==> config.mk <==
export PLATFORM = sky130hd
export DESIGN_NAME = tws_top
export DESIGN_NICKNAME = d
export VERILOG_FILES = /design/src/rtl/tws_pkg.sv /design/src/rtl/tws_sync.sv /design/src/rtl/tws_top.sv
export VERILOG_INCLUDE_DIRS = /design/src /design/src/rtl
export SDC_FILE = /design/constraint.sdc
export NUM_CORES = 1
export LEC_CHECK = 0
export BUFFER_PORTS_ARGS = -buffer_cell sky130_fd_sc_hd__buf_4
export CAP_MARGIN = 40
export CORE_MARGIN = 2
export CORE_UTILIZATION = 60
export DETAILED_ROUTE_END_ITERATION = 7
export GPL_TIMING_DRIVEN = 1
export HOLD_SLACK_MARGIN = 0.06
export PLACE_DENSITY = 0.78
export SYNTH_ARGS = -nofsm -noshare
export SYNTH_HDL_FRONTEND = slang
export SYNTH_SLANG_ARGS = --single-unit
==> constraint.sdc <==
create_clock -name clk_i -period 6.2 [get_ports clk_i]
set_input_delay 0.93 -clock clk_i [delete_from_list [all_inputs] [get_ports clk_i]]
set_output_delay 0.93 -clock clk_i [all_outputs]
set_load 0.005 [all_outputs]
==> src/rtl/tws_cfg.svh <==
// tws_cfg.svh: register offsets, field positions, reset values and counts for the two-wire port.
// assumes it is included by bare name from every file that needs these figures.
`ifndef TWS_CFG_SVH
`define TWS_CFG_SVH

// special-function-register offsets
`define TWS_ADR_CTRL  8'hE8
`define TWS_ADR_DATA  8'h9A
`define TWS_ADR_OWN   8'h9B
`define TWS_ADR_IEP   8'hA9
`define TWS_ADR_IP    8'hB8

// serial_control_reg field positions
`define TWS_B_DOUT    7
`define TWS_B_DDRV    6
`define TWS_B_COUT    5
`define TWS_B_DIN     4
`define TWS_B_MSEL    3
`define TWS_B_SRST    2
`define TWS_B_DIR     1
`define TWS_B_DONE    0

// serial_irq_enable_priority field positions
`define TWS_B_IEN     0
`define TWS_B_IPRI    4

// reset values
`define TWS_RST_CTRL  8'h00
`define TWS_RST_BYTE  8'h00

// address and bit counting
`define TWS_GENCALL   7'h00
`define TWS_FULL      4'h8
`define TWS_LAST      4'h7
`define TWS_CNT0      4'h0
`define TWS_CNT1      4'h1

`endif

==> src/rtl/tws_pkg.sv <==
// tws_pkg: types shared by the two-wire port files.
// assumes tws_cfg.svh carries the numeric figures.
package tws_pkg;

  typedef logic [7:0] tws_byte_t;

  // slave sequencer states, one-hot
  typedef enum logic [6:0] {
    TWS_IDLE = 7'h01,
    TWS_ADDR = 7'h02,
    TWS_ACKA = 7'h04,
    TWS_RX   = 7'h08,
    TWS_ACKR = 7'h10,
    TWS_TX   = 7'h20,
    TWS_ACKT = 7'h40
  } tws_state_e;

endpackage

==> src/rtl/tws_sync.sv <==
// tws_sync: two-flop synchroniser for one pin level.
// assumes the pin idles high, as a pulled-up bus line does.
`timescale 1ns/1ps
`default_nettype none

module tws_sync (
  input  wire logic clk_i,  // core clock
  input  wire logic rst_i,  // async reset, active high
  input  wire logic d_i,    // asynchronous pin level
  output logic      q_o     // synchronised level
);

  logic meta_ff;

  // first stage feeds only the second stage
  always_ff @(posedge clk_i or posedge rst_i) begin
    if (rst_i) begin
      meta_ff <= 1'b1;
      q_o     <= 1'b1;
    end else begin
      meta_ff <= d_i;
      q_o     <= meta_ff;
    end
  end

endmodule

`default_nettype wire

==> src/rtl/tws_top.sv <==
// tws_top: two-wire serial port with a hardware slave and a bit-bang master mode.
// assumes an 8-bit special-function-register port on clk_i; bus lines are sampled via
// two flops, and the pad logic resolves level from the output enables.
`timescale 1ns/1ps
`default_nettype none
`include "tws_cfg.svh"

// How it works
// - a stop on the bus sends the slave back to idle.
// - a not-acknowledge after a sent byte sends the slave back to idle.
// - the soft reset bit holds the slave in idle, dropping any transfer.
// - the all-zero general call address is never acknowledged.
// - a repeated start restarts address reception like a fresh start.
// - direction bit reloads on every matching address; no separate restart flag.
// - no start-byte handling in slave mode; firmware may send it as master.
// - only seven-bit addresses; ten-bit sequences are not recognised.
// - after an address or data byte the clock is held low until flag clears.
// - master mode gives no readback of the clock line level.
// - master mode does not sample data while driving it; no arbitration.
// - any read or write of the data register clears the byte flag.
// - weak pull-ups on while two-wire mode, off in the other serial mode.
// - interrupt enable is bit 0, priority bit 4, of the register at A9h.
// - address sits in the upper seven bits, direction in the lowest bit.
// - a transaction may end with a repeated start instead of a stop.
// - master mode needs no interrupt or own address; no byte events occur.
// - flag sets after address match and after acked bytes, not after nack.
// - direction bit takes the read/write bit: set for read, clear for write.
module tws_top (
  input  wire logic           clk_i,        // core clock, 50 MHz
  input  wire logic           rst_i,        // async reset, active high
  input  wire logic [7:0]     sfr_addr_i,   // register offset
  input  wire logic           sfr_wr_i,     // write strobe, one cycle
  input  wire logic           sfr_rd_i,     // read strobe, one cycle
  input  wire tws_pkg::tws_byte_t sfr_wdata_i, // write data
  output tws_pkg::tws_byte_t  sfr_rdata_o,  // read data, valid after rd strobe
  input  wire logic           spi_mode_i,   // port in the other serial mode
  input  wire logic           scl_i,        // clock line level
  output logic                scl_o,        // clock line drive value
  output logic                scl_oe_o,     // clock line drive enable
  input  wire logic           sda_i,        // data line level
  output logic                sda_o,        // data line drive value
  output logic                sda_oe_o,     // data line drive enable
  output logic                pullup_en_o,  // weak pull-ups on both lines
  output logic                serial_irq_o, // byte flag gated by enable
  output logic                serial_pri_o  // interrupt priority bit
);
  import tws_pkg::*;

  // address match shared by sequencer and checks
  function automatic logic tws_hit(input tws_byte_t b, input tws_byte_t own);
    tws_hit = (b[7:1] == own[6:0]) && (b[7:1] != `TWS_GENCALL);
  endfunction

  logic       scl_s, sda_s, scl_q, sda_q;
  logic       dout_ff, ddrv_ff, cout_ff, din_ff, msel_ff, srst_ff, dir_ff, done_ff;
  tws_byte_t  data_ff, own_ff, iep_ff, ip_ff, shreg_ff;
  tws_state_e state_ff, nxt_state;
  logic [3:0] cnt_ff, nxt_cnt;
  tws_byte_t  nxt_shreg;
  logic       stretch_ff, set_done, ld_dir, ld_data;

  tws_sync u_sync_scl (
    .clk_i (clk_i),
    .rst_i (rst_i),
    .d_i   (scl_i),
    .q_o   (scl_s)
  );

  tws_sync u_sync_sda (
    .clk_i (clk_i),
    .rst_i (rst_i),
    .d_i   (sda_i),
    .q_o   (sda_s)
  );

  // previous synchronised levels for edge and condition detection
  always_ff @(posedge clk_i or posedge rst_i) begin
    if (rst_i) begin
      scl_q <= 1'b1;
      sda_q <= 1'b1;
    end else begin
      scl_q <= scl_s;
      sda_q <= sda_s;
    end
  end

  // bus events; start/stop need the clock high on both samples
  wire scl_rise  = scl_s & ~scl_q;
  wire scl_fall  = ~scl_s & scl_q;
  wire start_det = scl_s & scl_q & sda_q & ~sda_s;
  wire stop_det  = scl_s & scl_q & ~sda_q & sda_s;
  wire slave_run = ~msel_ff & ~srst_ff;
  wire full      = (cnt_ff == `TWS_FULL);
  wire hit       = tws_hit(shreg_ff, own_ff);
  wire [3:0] tx_idx = `TWS_LAST - cnt_ff;
  wire tx_bit    = data_ff[tx_idx[2:0]];

  // register decode
  wire wr_ctrl    = sfr_wr_i & (sfr_addr_i == `TWS_ADR_CTRL);
  wire wr_data    = sfr_wr_i & (sfr_addr_i == `TWS_ADR_DATA);
  wire wr_own     = sfr_wr_i & (sfr_addr_i == `TWS_ADR_OWN);
  wire wr_iep     = sfr_wr_i & (sfr_addr_i == `TWS_ADR_IEP);
  wire wr_ip      = sfr_wr_i & (sfr_addr_i == `TWS_ADR_IP);
  wire data_touch = (sfr_wr_i | sfr_rd_i) & (sfr_addr_i == `TWS_ADR_DATA);
  // flag clears once per access; a second clear is firmware's concern
  wire clr_done   = data_touch | (wr_ctrl & ~sfr_wdata_i[`TWS_B_DONE]);
  wire nxt_done   = set_done | (done_ff & ~clr_done);
  wire [7:0] ctrl_view = {dout_ff, ddrv_ff, cout_ff, din_ff, msel_ff, srst_ff, dir_ff, done_ff};

  // read mux; unmapped offsets read zero
  wire tws_byte_t rd_mux =
    (sfr_addr_i == `TWS_ADR_CTRL) ? ctrl_view :
    (sfr_addr_i == `TWS_ADR_DATA) ? data_ff   :
    (sfr_addr_i == `TWS_ADR_OWN)  ? own_ff    :
    (sfr_addr_i == `TWS_ADR_IEP)  ? iep_ff    :
    (sfr_addr_i == `TWS_ADR_IP)   ? ip_ff     : `TWS_RST_BYTE;

  // slave sequencer; only seven-bit addresses, no start-byte or ten-bit decoding
  always_comb begin
    nxt_state = state_ff;
    nxt_cnt   = cnt_ff;
    nxt_shreg = shreg_ff;
    set_done  = 1'b0;
    ld_dir    = 1'b0;
    ld_data   = 1'b0;
    case (state_ff)
      TWS_ADDR: begin
        if (scl_rise) begin
          nxt_shreg = {shreg_ff[6:0], sda_s};
          nxt_cnt   = cnt_ff + `TWS_CNT1;
        end else if (scl_fall && full) begin
          nxt_cnt = `TWS_CNT0;
          if (hit) begin
            set_done  = 1'b1;
            ld_dir    = 1'b1;
            ld_data   = 1'b1;
            nxt_state = TWS_ACKA;
          end else begin
            nxt_state = TWS_IDLE;
          end
        end
      end
      TWS_ACKA: begin
        if (scl_fall) begin
          nxt_state = dir_ff ? TWS_TX : TWS_RX;
          nxt_cnt   = `TWS_CNT0;
        end
      end
      TWS_RX: begin
        if (scl_rise) begin
          nxt_shreg = {shreg_ff[6:0], sda_s};
          nxt_cnt   = cnt_ff + `TWS_CNT1;
        end else if (scl_fall && full) begin
          ld_data   = 1'b1;
          set_done  = 1'b1;
          nxt_cnt   = `TWS_CNT0;
          nxt_state = TWS_ACKR;
        end
      end
      TWS_ACKR: begin
        if (scl_fall) begin
          nxt_state = TWS_RX;
        end
      end
      TWS_TX: begin
        if (scl_fall) begin
          nxt_cnt = cnt_ff + `TWS_CNT1;
          if (cnt_ff == `TWS_LAST) begin
            nxt_cnt   = `TWS_CNT0;
            nxt_state = TWS_ACKT;
          end
        end
      end
      TWS_ACKT: begin
        if (scl_rise) begin
          if (sda_s) begin
            nxt_state = TWS_IDLE;
          end else begin
            set_done = 1'b1;
          end
        end else if (scl_fall) begin
          nxt_state = TWS_TX;
        end
      end
      default: begin
        nxt_state = state_ff;
      end
    endcase
    // stop and reset take precedence over a start, which beats normal flow
    if (!slave_run) begin
      nxt_state = TWS_IDLE;
      set_done  = 1'b0;
      ld_dir    = 1'b0;
      ld_data   = 1'b0;
    end else if (stop_det) begin
      nxt_state = TWS_IDLE;
    end else if (start_det) begin
      nxt_state = TWS_ADDR;
      nxt_cnt   = `TWS_CNT0;
    end
  end

  // stretch starts at a falling clock so we never pull a high line low
  wire nxt_stretch = slave_run & nxt_done & (scl_fall | stretch_ff)
                     & (nxt_state != TWS_IDLE);
  wire slave_sda_low = (state_ff == TWS_ACKA) | (state_ff == TWS_ACKR)
                       | ((state_ff == TWS_TX) & ~tx_bit);

  // pin drive values; master clock driver always on, data line push-pull
  // a soft reset or mode change drops a stretch at once, not one cycle later
  wire nxt_scl_oe  = msel_ff | (stretch_ff & slave_run);
  wire nxt_scl_o   = msel_ff & cout_ff;
  wire nxt_sda_oe  = msel_ff ? ddrv_ff : (slave_run & slave_sda_low);
  wire nxt_sda_o   = msel_ff & dout_ff;

  // sequencer registers
  always_ff @(posedge clk_i or posedge rst_i) begin
    if (rst_i) begin
      state_ff   <= TWS_IDLE;
      cnt_ff     <= `TWS_CNT0;
      shreg_ff   <= `TWS_RST_BYTE;
      stretch_ff <= 1'b0;
    end else begin
      state_ff   <= nxt_state;
      cnt_ff     <= nxt_cnt;
      shreg_ff   <= nxt_shreg;
      stretch_ff <= nxt_stretch;
    end
  end

  // control register; direction and data-in are hardware-owned
  always_ff @(posedge clk_i or posedge rst_i) begin
    if (rst_i) begin
      {dout_ff, ddrv_ff, cout_ff, msel_ff, srst_ff} <= 5'h00;
      din_ff  <= 1'b0;
      dir_ff  <= 1'b0;
      done_ff <= 1'b0;
    end else begin
      if (wr_ctrl) begin
        dout_ff <= sfr_wdata_i[`TWS_B_DOUT];
        ddrv_ff <= sfr_wdata_i[`TWS_B_DDRV];
        cout_ff <= sfr_wdata_i[`TWS_B_COUT];
        msel_ff <= sfr_wdata_i[`TWS_B_MSEL];
        srst_ff <= sfr_wdata_i[`TWS_B_SRST];
      end
      // data in latches only on a rising clock with the driver off
      if (msel_ff && scl_rise && !ddrv_ff) begin
        din_ff <= sda_s;
      end
      if (ld_dir) begin
        dir_ff <= shreg_ff[0];
      end
      done_ff <= nxt_done;
    end
  end

  // data, own address and interrupt registers; received byte beats a firmware write
  always_ff @(posedge clk_i or posedge rst_i) begin
    if (rst_i) begin
      data_ff <= `TWS_RST_BYTE;
      own_ff  <= `TWS_RST_BYTE;
      iep_ff  <= `TWS_RST_BYTE;
      ip_ff   <= `TWS_RST_BYTE;
    end else begin
      if (ld_data) begin
        data_ff <= shreg_ff;
      end else if (wr_data) begin
        data_ff <= sfr_wdata_i;
      end
      if (wr_own) begin
        own_ff <= sfr_wdata_i;
      end
      if (wr_iep) begin
        iep_ff <= sfr_wdata_i;
      end
      if (wr_ip) begin
        ip_ff <= sfr_wdata_i;
      end
    end
  end

  // registered outputs
  always_ff @(posedge clk_i or posedge rst_i) begin
    if (rst_i) begin
      sfr_rdata_o  <= `TWS_RST_BYTE;
      scl_o        <= 1'b0;
      scl_oe_o     <= 1'b0;
      sda_o        <= 1'b0;
      sda_oe_o     <= 1'b0;
      pullup_en_o  <= 1'b0;
      serial_irq_o <= 1'b0;
      serial_pri_o <= 1'b0;
    end else begin
      if (sfr_rd_i) begin
        sfr_rdata_o <= rd_mux;
      end
      scl_o        <= nxt_scl_o;
      scl_oe_o     <= nxt_scl_oe;
      sda_o        <= nxt_sda_o;
      sda_oe_o     <= nxt_sda_oe;
      pullup_en_o  <= ~spi_mode_i;
      serial_irq_o <= done_ff & iep_ff[`TWS_B_IEN];
      serial_pri_o <= iep_ff[`TWS_B_IPRI];
    end
  end
endmodule

`default_nettype wire

==> results of run 1 <==
==> routing by layer <==
metal	up-vias	GRT usage [%]	part of all wire (%)
met4	0	8.37	1.4
met1	1525	42.6	46
li1	1378	-	-
met5	-	0	0
met2	151	39.4	46
met3	12	5.93	7.0
==> power breakdown <==
| group | internal, uW | switching (uW) |
|---|---|---|
| Clock | 227 | 202 |
| Sequential | 572 | 50.2 |
| Combinational | 88.8 | 97.7 |
| Total | 888 | 350 |
==> flip-flops by register name, indices dropped and copies added, names as in the netlist, 4 cells and up <==
register     flops
data_ff          8
iep_ff           8
ip_ff            8
own_ff           8
sfr_rdata_o      8
shreg_ff         8
state_ff         7
cnt_ff           4
==> worst paths after layout <==
kind | from | to | slack (ns) | depth (start not counted)
setup / recovery | own_ff[5]$_DFFE_PP0P_ | data_ff[7]$_DFFE_PP0P_ | 3.32 | 7
hold / removal | u_sync_scl.meta_ff$_DFF_PP1_ | u_sync_scl.q_o$_DFF_PP1_ | 0.36 | 0
setup reg to reg | own_ff[5]$_DFFE_PP0P_ | data_ff[7]$_DFFE_PP0P_ | 3.32 | 7
hold reg to reg | u_sync_scl.meta_ff$_DFF_PP1_ | u_sync_scl.q_o$_DFF_PP1_ | 0.36 | 0
max in group asynchronous | rst_i | sda_q$_DFF_PP1_ | 4.99 | 4
min in group asynchronous | rst_i | iep_ff[6]$_DFFE_PP0P_ | 0.59 | 3
==> cells in the mapped netlist (2+ instances only) <==
cell type and n:
a31oi_1 11, and2_1 6, nor3b_1 3, o21ai_0 7, nand2b_1 4, buf_1 3, mux2_2 39, buf_2 2
nand4_1 5, xnor2_1 8, a22oi_1 9, inv_1 8, nand3_1 6, o31ai_1 3, nor2b_1 5, clkbuf_1 2
a211oi_1 2, nor4_2 4, nand2_1 16, ha_1 2, nand3b_1 3, nor2_1 33, mux4_2 2, nor4bb_1 2
or4_1 3, a222oi_1 8, a21oi_1 22, mux2i_1 9, dfstp_2 7, nor3_2 2, dfrtp_1 74
==> cells by family (layout without fill, tap and decap cells) <==
family                   Yosys count  in the layout
AND/OR/NAND/NOR                  105            105
AO/OA/AOI/OAI                     78             78
buffers and inverters             16             63
multiplexers                      50             50
XOR/XNOR                           9              9
adder cells (fa/ha/maj)            2              2
flip-flops                        81             81
==> area by class of cell <==
class | count | area, um2
clock buffer | 9 | 124
clock inverter | 6 | 90.1
multi-input combinational | 244 | 1860
fill | 470 | 1830
timing repair buffer | 40 | 320
inverter | 8 | 31.3
tap | 77 | 96.3
sequential | 81 | 2040
==> worst max-delay path: cells and delay by family (launching register included) <==
kind / cells / cell delay (ns)
and+or+nand+nor: 4 / 1.88
AOI/OAI and AO/OA: 2 / 0.21
DFF: 1 / 0.44
xor gates and xnor gates: 1 / 0.20
==> per-stage QoR <==
step           instance area (um2)  hold slack, ns  utilization [%]  setup slack, ns  std cells
2_1_floorplan                 3960           0.345                -             3.20        341
3_3_place_gp                  4310           0.346             67.5             3.28        449
3_5_place_dp                  4340           0.347             68.0             3.23        450
4_1_cts                       4550           0.361             71.3             3.36        465
5_1_grt                       4550           0.367             71.3             3.17        465
6_report                      4550           0.359             71.3             3.32        465
==> results by group, run 1 <==
STA
  • Final Skew: 0.0114 ns
  • Fmax: 0.347 GHz
  • Fin crit period: 2.88 ns
  • Least-Margin Pin Slew: 0.934 ns
  • RSZ-0062 raised after global routing: false
  • Slew margin rel.: 37.2%
  • Post-route clock period utilization: 46.5%
  • Setup TNS: 0 ns
  • Final setup viols: 0
  • Final hold vios: 0
  • Fin. max-slew vios: 0

Yosys
  • Largest family of logic cells by synthesized area: simple AND/OR/NAND/NOR gates
  • Main area contributors after synthesis: dfrtp_1 47%, mux2_2 11%, dfstp_2 4.6%
  • Syn Area/Cell: 11.6 um2
  • Synthesized cell area: 3960 um2
  • Main synth FF type: dfrtp_1
  • Simple-Gate Fraction of Synth Area: 15.4%
  • Synth area leader: dfrtp_1
  • Post-Synth XOR/XNOR Area: 1.99%
  • Post-Syn Nets: 366
  • Number of synthesized register bits: 81
  • Complex-gate fraction of the synthesized area: 14.4%
  • Syn. warnings: 0
  • Unique masters post-synth: 62
  • Synth Area in Adders: 0.632%
  • Ys async rst share: 100%
  • Syn Inst Count: 341
  • Mux share of post-synthesis cell area: 14.5%
  • Top-area cell type share of the netlist area: 46.7%
  • Sequential-to-total area share from yosys stat: 51.4%
  • EDFF count, synth: 0

CTS
  • Root Driver: clkbuf_8
  • Post-CTS resize count: 0
  • Post-CTS Setup Inserts: 0
  • Total CTS buffers: 9
  • CTS tree: yes
  • Clock tree sinks: 81
  • Later-pin clock latency in the skew report: 0.35 ns
  • CTS hold repair buffers: 0
  • CTS Buffer Depth: 2
  • CTS H-tree lvls: 3
  • Worst-path clk slew: 0.09 ns

Floorplan
  • # rows: 29
  • Die Width: 85.3 um
  • Die area: 7270 um2
  • Die Height: 85.3 um
  • Initial Utilization: 62.0%
  • Core box area: 6390 um2
  • I/O Pins: 38

Power
  • Pwr Density: 272 nW/um2
  • Static Leakage: 0.00206 uW
  • Pwr Total: 1240 uW
  • Worst vdd rail ir drop: 0.225 mV

Global routing
  • First-pass GRT wire length: 15.5 mm
  • Largest net degree at the start of global routing: 65
  • Number of antenna violations at the first check in global routing: 0
  • GRT overflow: 0
  • Number of global-route vias before repair: 2904
  • Total track usage: 27.6%

Job
  • Max Cap Viol: 0

Finish
  • Syn-to-layout area delta: 14.9%
  • Inserted Diodes: 0
  • Final nets: 409
  • Share of cells above drive strength 1: 30.4%
  • Most frequent cells in the layout: 74 x dfrtp_1, 39 x mux2_2, 39 x buf_4, 33 x nor2_1, 22 x a21oi_1
  • Most common cell after layout, fill and taps aside: dfrtp_1

Route
  • Number of remaining DRC errors: 0
  • TritonRoute pass-1 iters: 5
  • First DRT Iteration DRCs: 356
  • Via/cell ratio: 6.59
  • Final WL: 9.49 mm
  • Routed vias: 3066
  • Wire per inst: 20.4 um
  • Antenna-violating nets left: 0

Place
  • Hpwl dp: 6.65 mm
  • GPL Wtd Cong: 0.910
  • IO buf count: 37

Worst setup path
  • Worst Path Max Fanout: 18
  • Crit. End Element: flop
  • CP max stage delay: 0.80 ns
  • Slowest CP cell: or4_1
  • Critical Path RT: 6.40 ns
  • CP Launch Type: flop
  • Crit Path Class: flop to flop
  • Critical path's most frequent cell: a21oi_1
  • Crit-path cells: xnor2_1 -> nand4_1 -> nor3_1 -> a21oi_1 -> or4_1 -> nor2_1 -> a21oi_1
  • WP data arrival: 3.09 ns

Run status
  • Status: finished clean

Min path
  • Hold WC Path Type: flop to flop
No activity file was read; power rests on OpenSTA's default activity.
==> run 2: changes to the inputs <==
--- a/config.mk
+++ b/config.mk
@@ -9,11 +9,11 @@
 export BUFFER_PORTS_ARGS = -buffer_cell sky130_fd_sc_hd__buf_4
 export CAP_MARGIN = 40
 export CORE_MARGIN = 2
-export CORE_UTILIZATION = 60
+export CORE_UTILIZATION = 53
 export DETAILED_ROUTE_END_ITERATION = 7
 export GPL_TIMING_DRIVEN = 1
 export HOLD_SLACK_MARGIN = 0.06
-export PLACE_DENSITY = 0.78
+export PLACE_DENSITY = 0.72
 export SYNTH_ARGS = -nofsm -noshare
 export SYNTH_HDL_FRONTEND = slang
 export SYNTH_SLANG_ARGS = --single-unit
==> constraint.sdc (replaced) <==
create_clock -name clk_i -period 2.6 [get_ports clk_i]
set_input_delay 0.39 -clock clk_i [delete_from_list [all_inputs] [get_ports clk_i]]
set_output_delay 0.39 -clock clk_i [all_outputs]
set_load 0.005 [all_outputs]
==> results by group, run 2 (same netlist as run 1, synthesis figures left out) <==
Finish
  • Final Core Density: 65.9%
  • Syn-to-layout area delta: 20.7%
  • Inserted Diodes: 0
  • Most frequent cells in the layout: 73 x dfrtp_1, 57 x buf_4, 39 x mux2_2, 32 x nor2_1, 22 x a21oi_1
  • Most common cell after layout, fill and taps aside: dfrtp_1
  • Final nets: 427
  • Share of cells above drive strength 1: 34.6%

Power
  • Sw Share: 26.6%
  • Combinational share of power: 15.4%
  • Flop pwr share: 46.3%
  • Clock power share: 38.3%
  • Worst vdd rail ir drop: 0.480 mV
  • Static Leakage: 0.00217 uW
  • NetSw: 852 uW
  • P_int: 2350 uW
  • Pwr Total: 3200 uW
  • Pwr Density: 670 nW/um2

STA
  • Final worst slack: 0.120 ns
  • Fmax: 0.403 GHz
  • Final setup viols: 0
  • Final hold vios: 0
  • Hold WS: 0.0864 ns
  • Least-Margin Pin Slew: 0.608 ns
  • Setup TNS: 0 ns
  • Fin. max-slew vios: 0
  • Final Skew: 0.0114 ns
  • Fin crit period: 2.48 ns
  • RSZ-0062 raised after global routing: false
  • Slew margin rel.: 59.4%
  • Post-route clock period utilization: 95.4%

Floorplan
  • Die area: 8180 um2
  • # rows: 31
  • Initial Utilization: 54.6%
  • I/O Pins: 38
  • Die Height: 90.5 um
  • Core box area: 7250 um2
  • Die Width: 90.5 um

Worst setup path
  • Reg2reg setup slack: 0.12 ns
  • Crit-path cells: or4_1 -> nor4_2 -> nor3_2 -> o31ai_4 -> o21ai_0 -> or4_1 -> o31a_1
  • RR Startpoint: shreg_ff[2]$_DFFE_PP0P_
  • Crit Path Class: flop to flop
  • Critical path's most frequent cell: or4_1
  • Crit. End Element: flop
  • Number of cells on the worst reg-to-reg path: 7
  • Critical Path RT: 2.83 ns
  • Critical path endpoint: stretch_ff$_DFF_PP0_
  • Worst Path Max Fanout: 5
  • Levels on crit path: 7
  • CP bufs+invs: 0
  • Top delay family on crit path: simple AND/OR/NAND/NOR gates
  • RR Endpoint: stretch_ff$_DFF_PP0_
  • WP data arrival: 2.72 ns
  • CP max stage delay: 0.55 ns
  • Slowest CP cell: or4_1
  • CP Launch Type: flop
  • CP startpoint: shreg_ff[2]$_DFFE_PP0P_

CTS
  • CTS Buffer Depth: 2
  • CTS hold repair buffers: 0
  • Clock tree sinks: 81
  • Total CTS buffers: 9
  • Worst-path clk slew: 0.09 ns
  • Later-pin clock latency in the skew report: 0.35 ns
  • CTS H-tree lvls: 3
  • CTS tree: yes
  • Root Driver: clkbuf_8

Global routing
  • Number of antenna violations at the first check in global routing: 0
  • Total track usage: 24.7%
  • Largest net degree at the start of global routing: 49
  • GRT overflow: 0
  • First-pass GRT wire length: 15.8 mm
  • Number of global-route vias before repair: 3036

Route
  • Wire per inst: 19.3 um
  • Final WL: 9.75 mm
  • TritonRoute pass-1 iters: 5
  • Antenna-violating nets left: 0
  • Via/cell ratio: 6.06
  • Number of remaining DRC errors: 0
  • First DRT Iteration DRCs: 331
  • Routed vias: 3066

Place
  • Setup WS pre-CTS: 0.100 ns
  • Hpwl dp: 7.04 mm
  • IO buf count: 37
  • GPL Wtd Cong: 0.906

Job
  • Max Cap Viol: 0

Min path
  • Hold WC Path Type: primary input to async pin

Run status
  • Status: finished clean
run 2: timing repair:
| action | in CTS | in global routing |
|---|---|---|
| setup buffers | 0 | 1 |
| endpoints found under the setup margin | 0 | 4 |
| resized for setup | 0 | 4 |
run 2: through the flow:
| step | std cells | area (um2) |
|---|---|---|
| 5_1_grt | 506 | 4780 |
| 3_3_place_gp | 489 | 4490 |
| 3_5_place_dp | 489 | 4490 |
| 4_1_cts | 505 | 4760 |
| 2_1_floorplan | 341 | 3960 |
| 6_report | 506 | 4780 |
run 2: cell type report:
class                           count  area [um2]
Fill cell                         565        2470
Sequential cell                    81        2040
Multi-Input combinational cell    244        1870
Timing Repair Buffer               58         448
Clock inverter                      7         149
Clock buffer                        9         124
Tap cell                           99         124
Inverter                            8        31.3
run 2: power groups by stage:
stage	logic (uW)	clock network (uW)	registers [uW]
6_report	495	1230	1480
4_1_cts	477	1240	1480
5_1_grt	541	1300	1500
2_1_floorplan	305	0	1470
3_5_place_dp	468	0	1500
3_3_place_gp	465	0	1500
run 2: worst min-delay path by stage:
stage,slack (ns),startpoint,cells after the start,to
detailed placement,0.35,u_sync_sda.meta_ff$_DFF_PP1_,0,u_sync_sda.q_o$_DFF_PP1_
global route,0.12,rst_i,2,shreg_ff[0]$_DFFE_PP0P_
global placement,0.35,u_sync_sda.meta_ff$_DFF_PP1_,0,u_sync_sda.q_o$_DFF_PP1_
CTS,0.11,rst_i,2,shreg_ff[0]$_DFFE_PP0P_
floorplan,0.35,u_sync_scl.meta_ff$_DFF_PP1_,0,u_sync_scl.q_o$_DFF_PP1_
finish,0.09,rst_i,2,shreg_ff[0]$_DFFE_PP0P_
run 2: metal layers:
metal,vias to the layer above,track usage [%],share of wire (%)
met4,0,8.85,1.4
li1,1410,-,-
met1,1516,35.8,45
met3,13,3.84,5.7
met2,127,38.1,47
met5,-,0,0
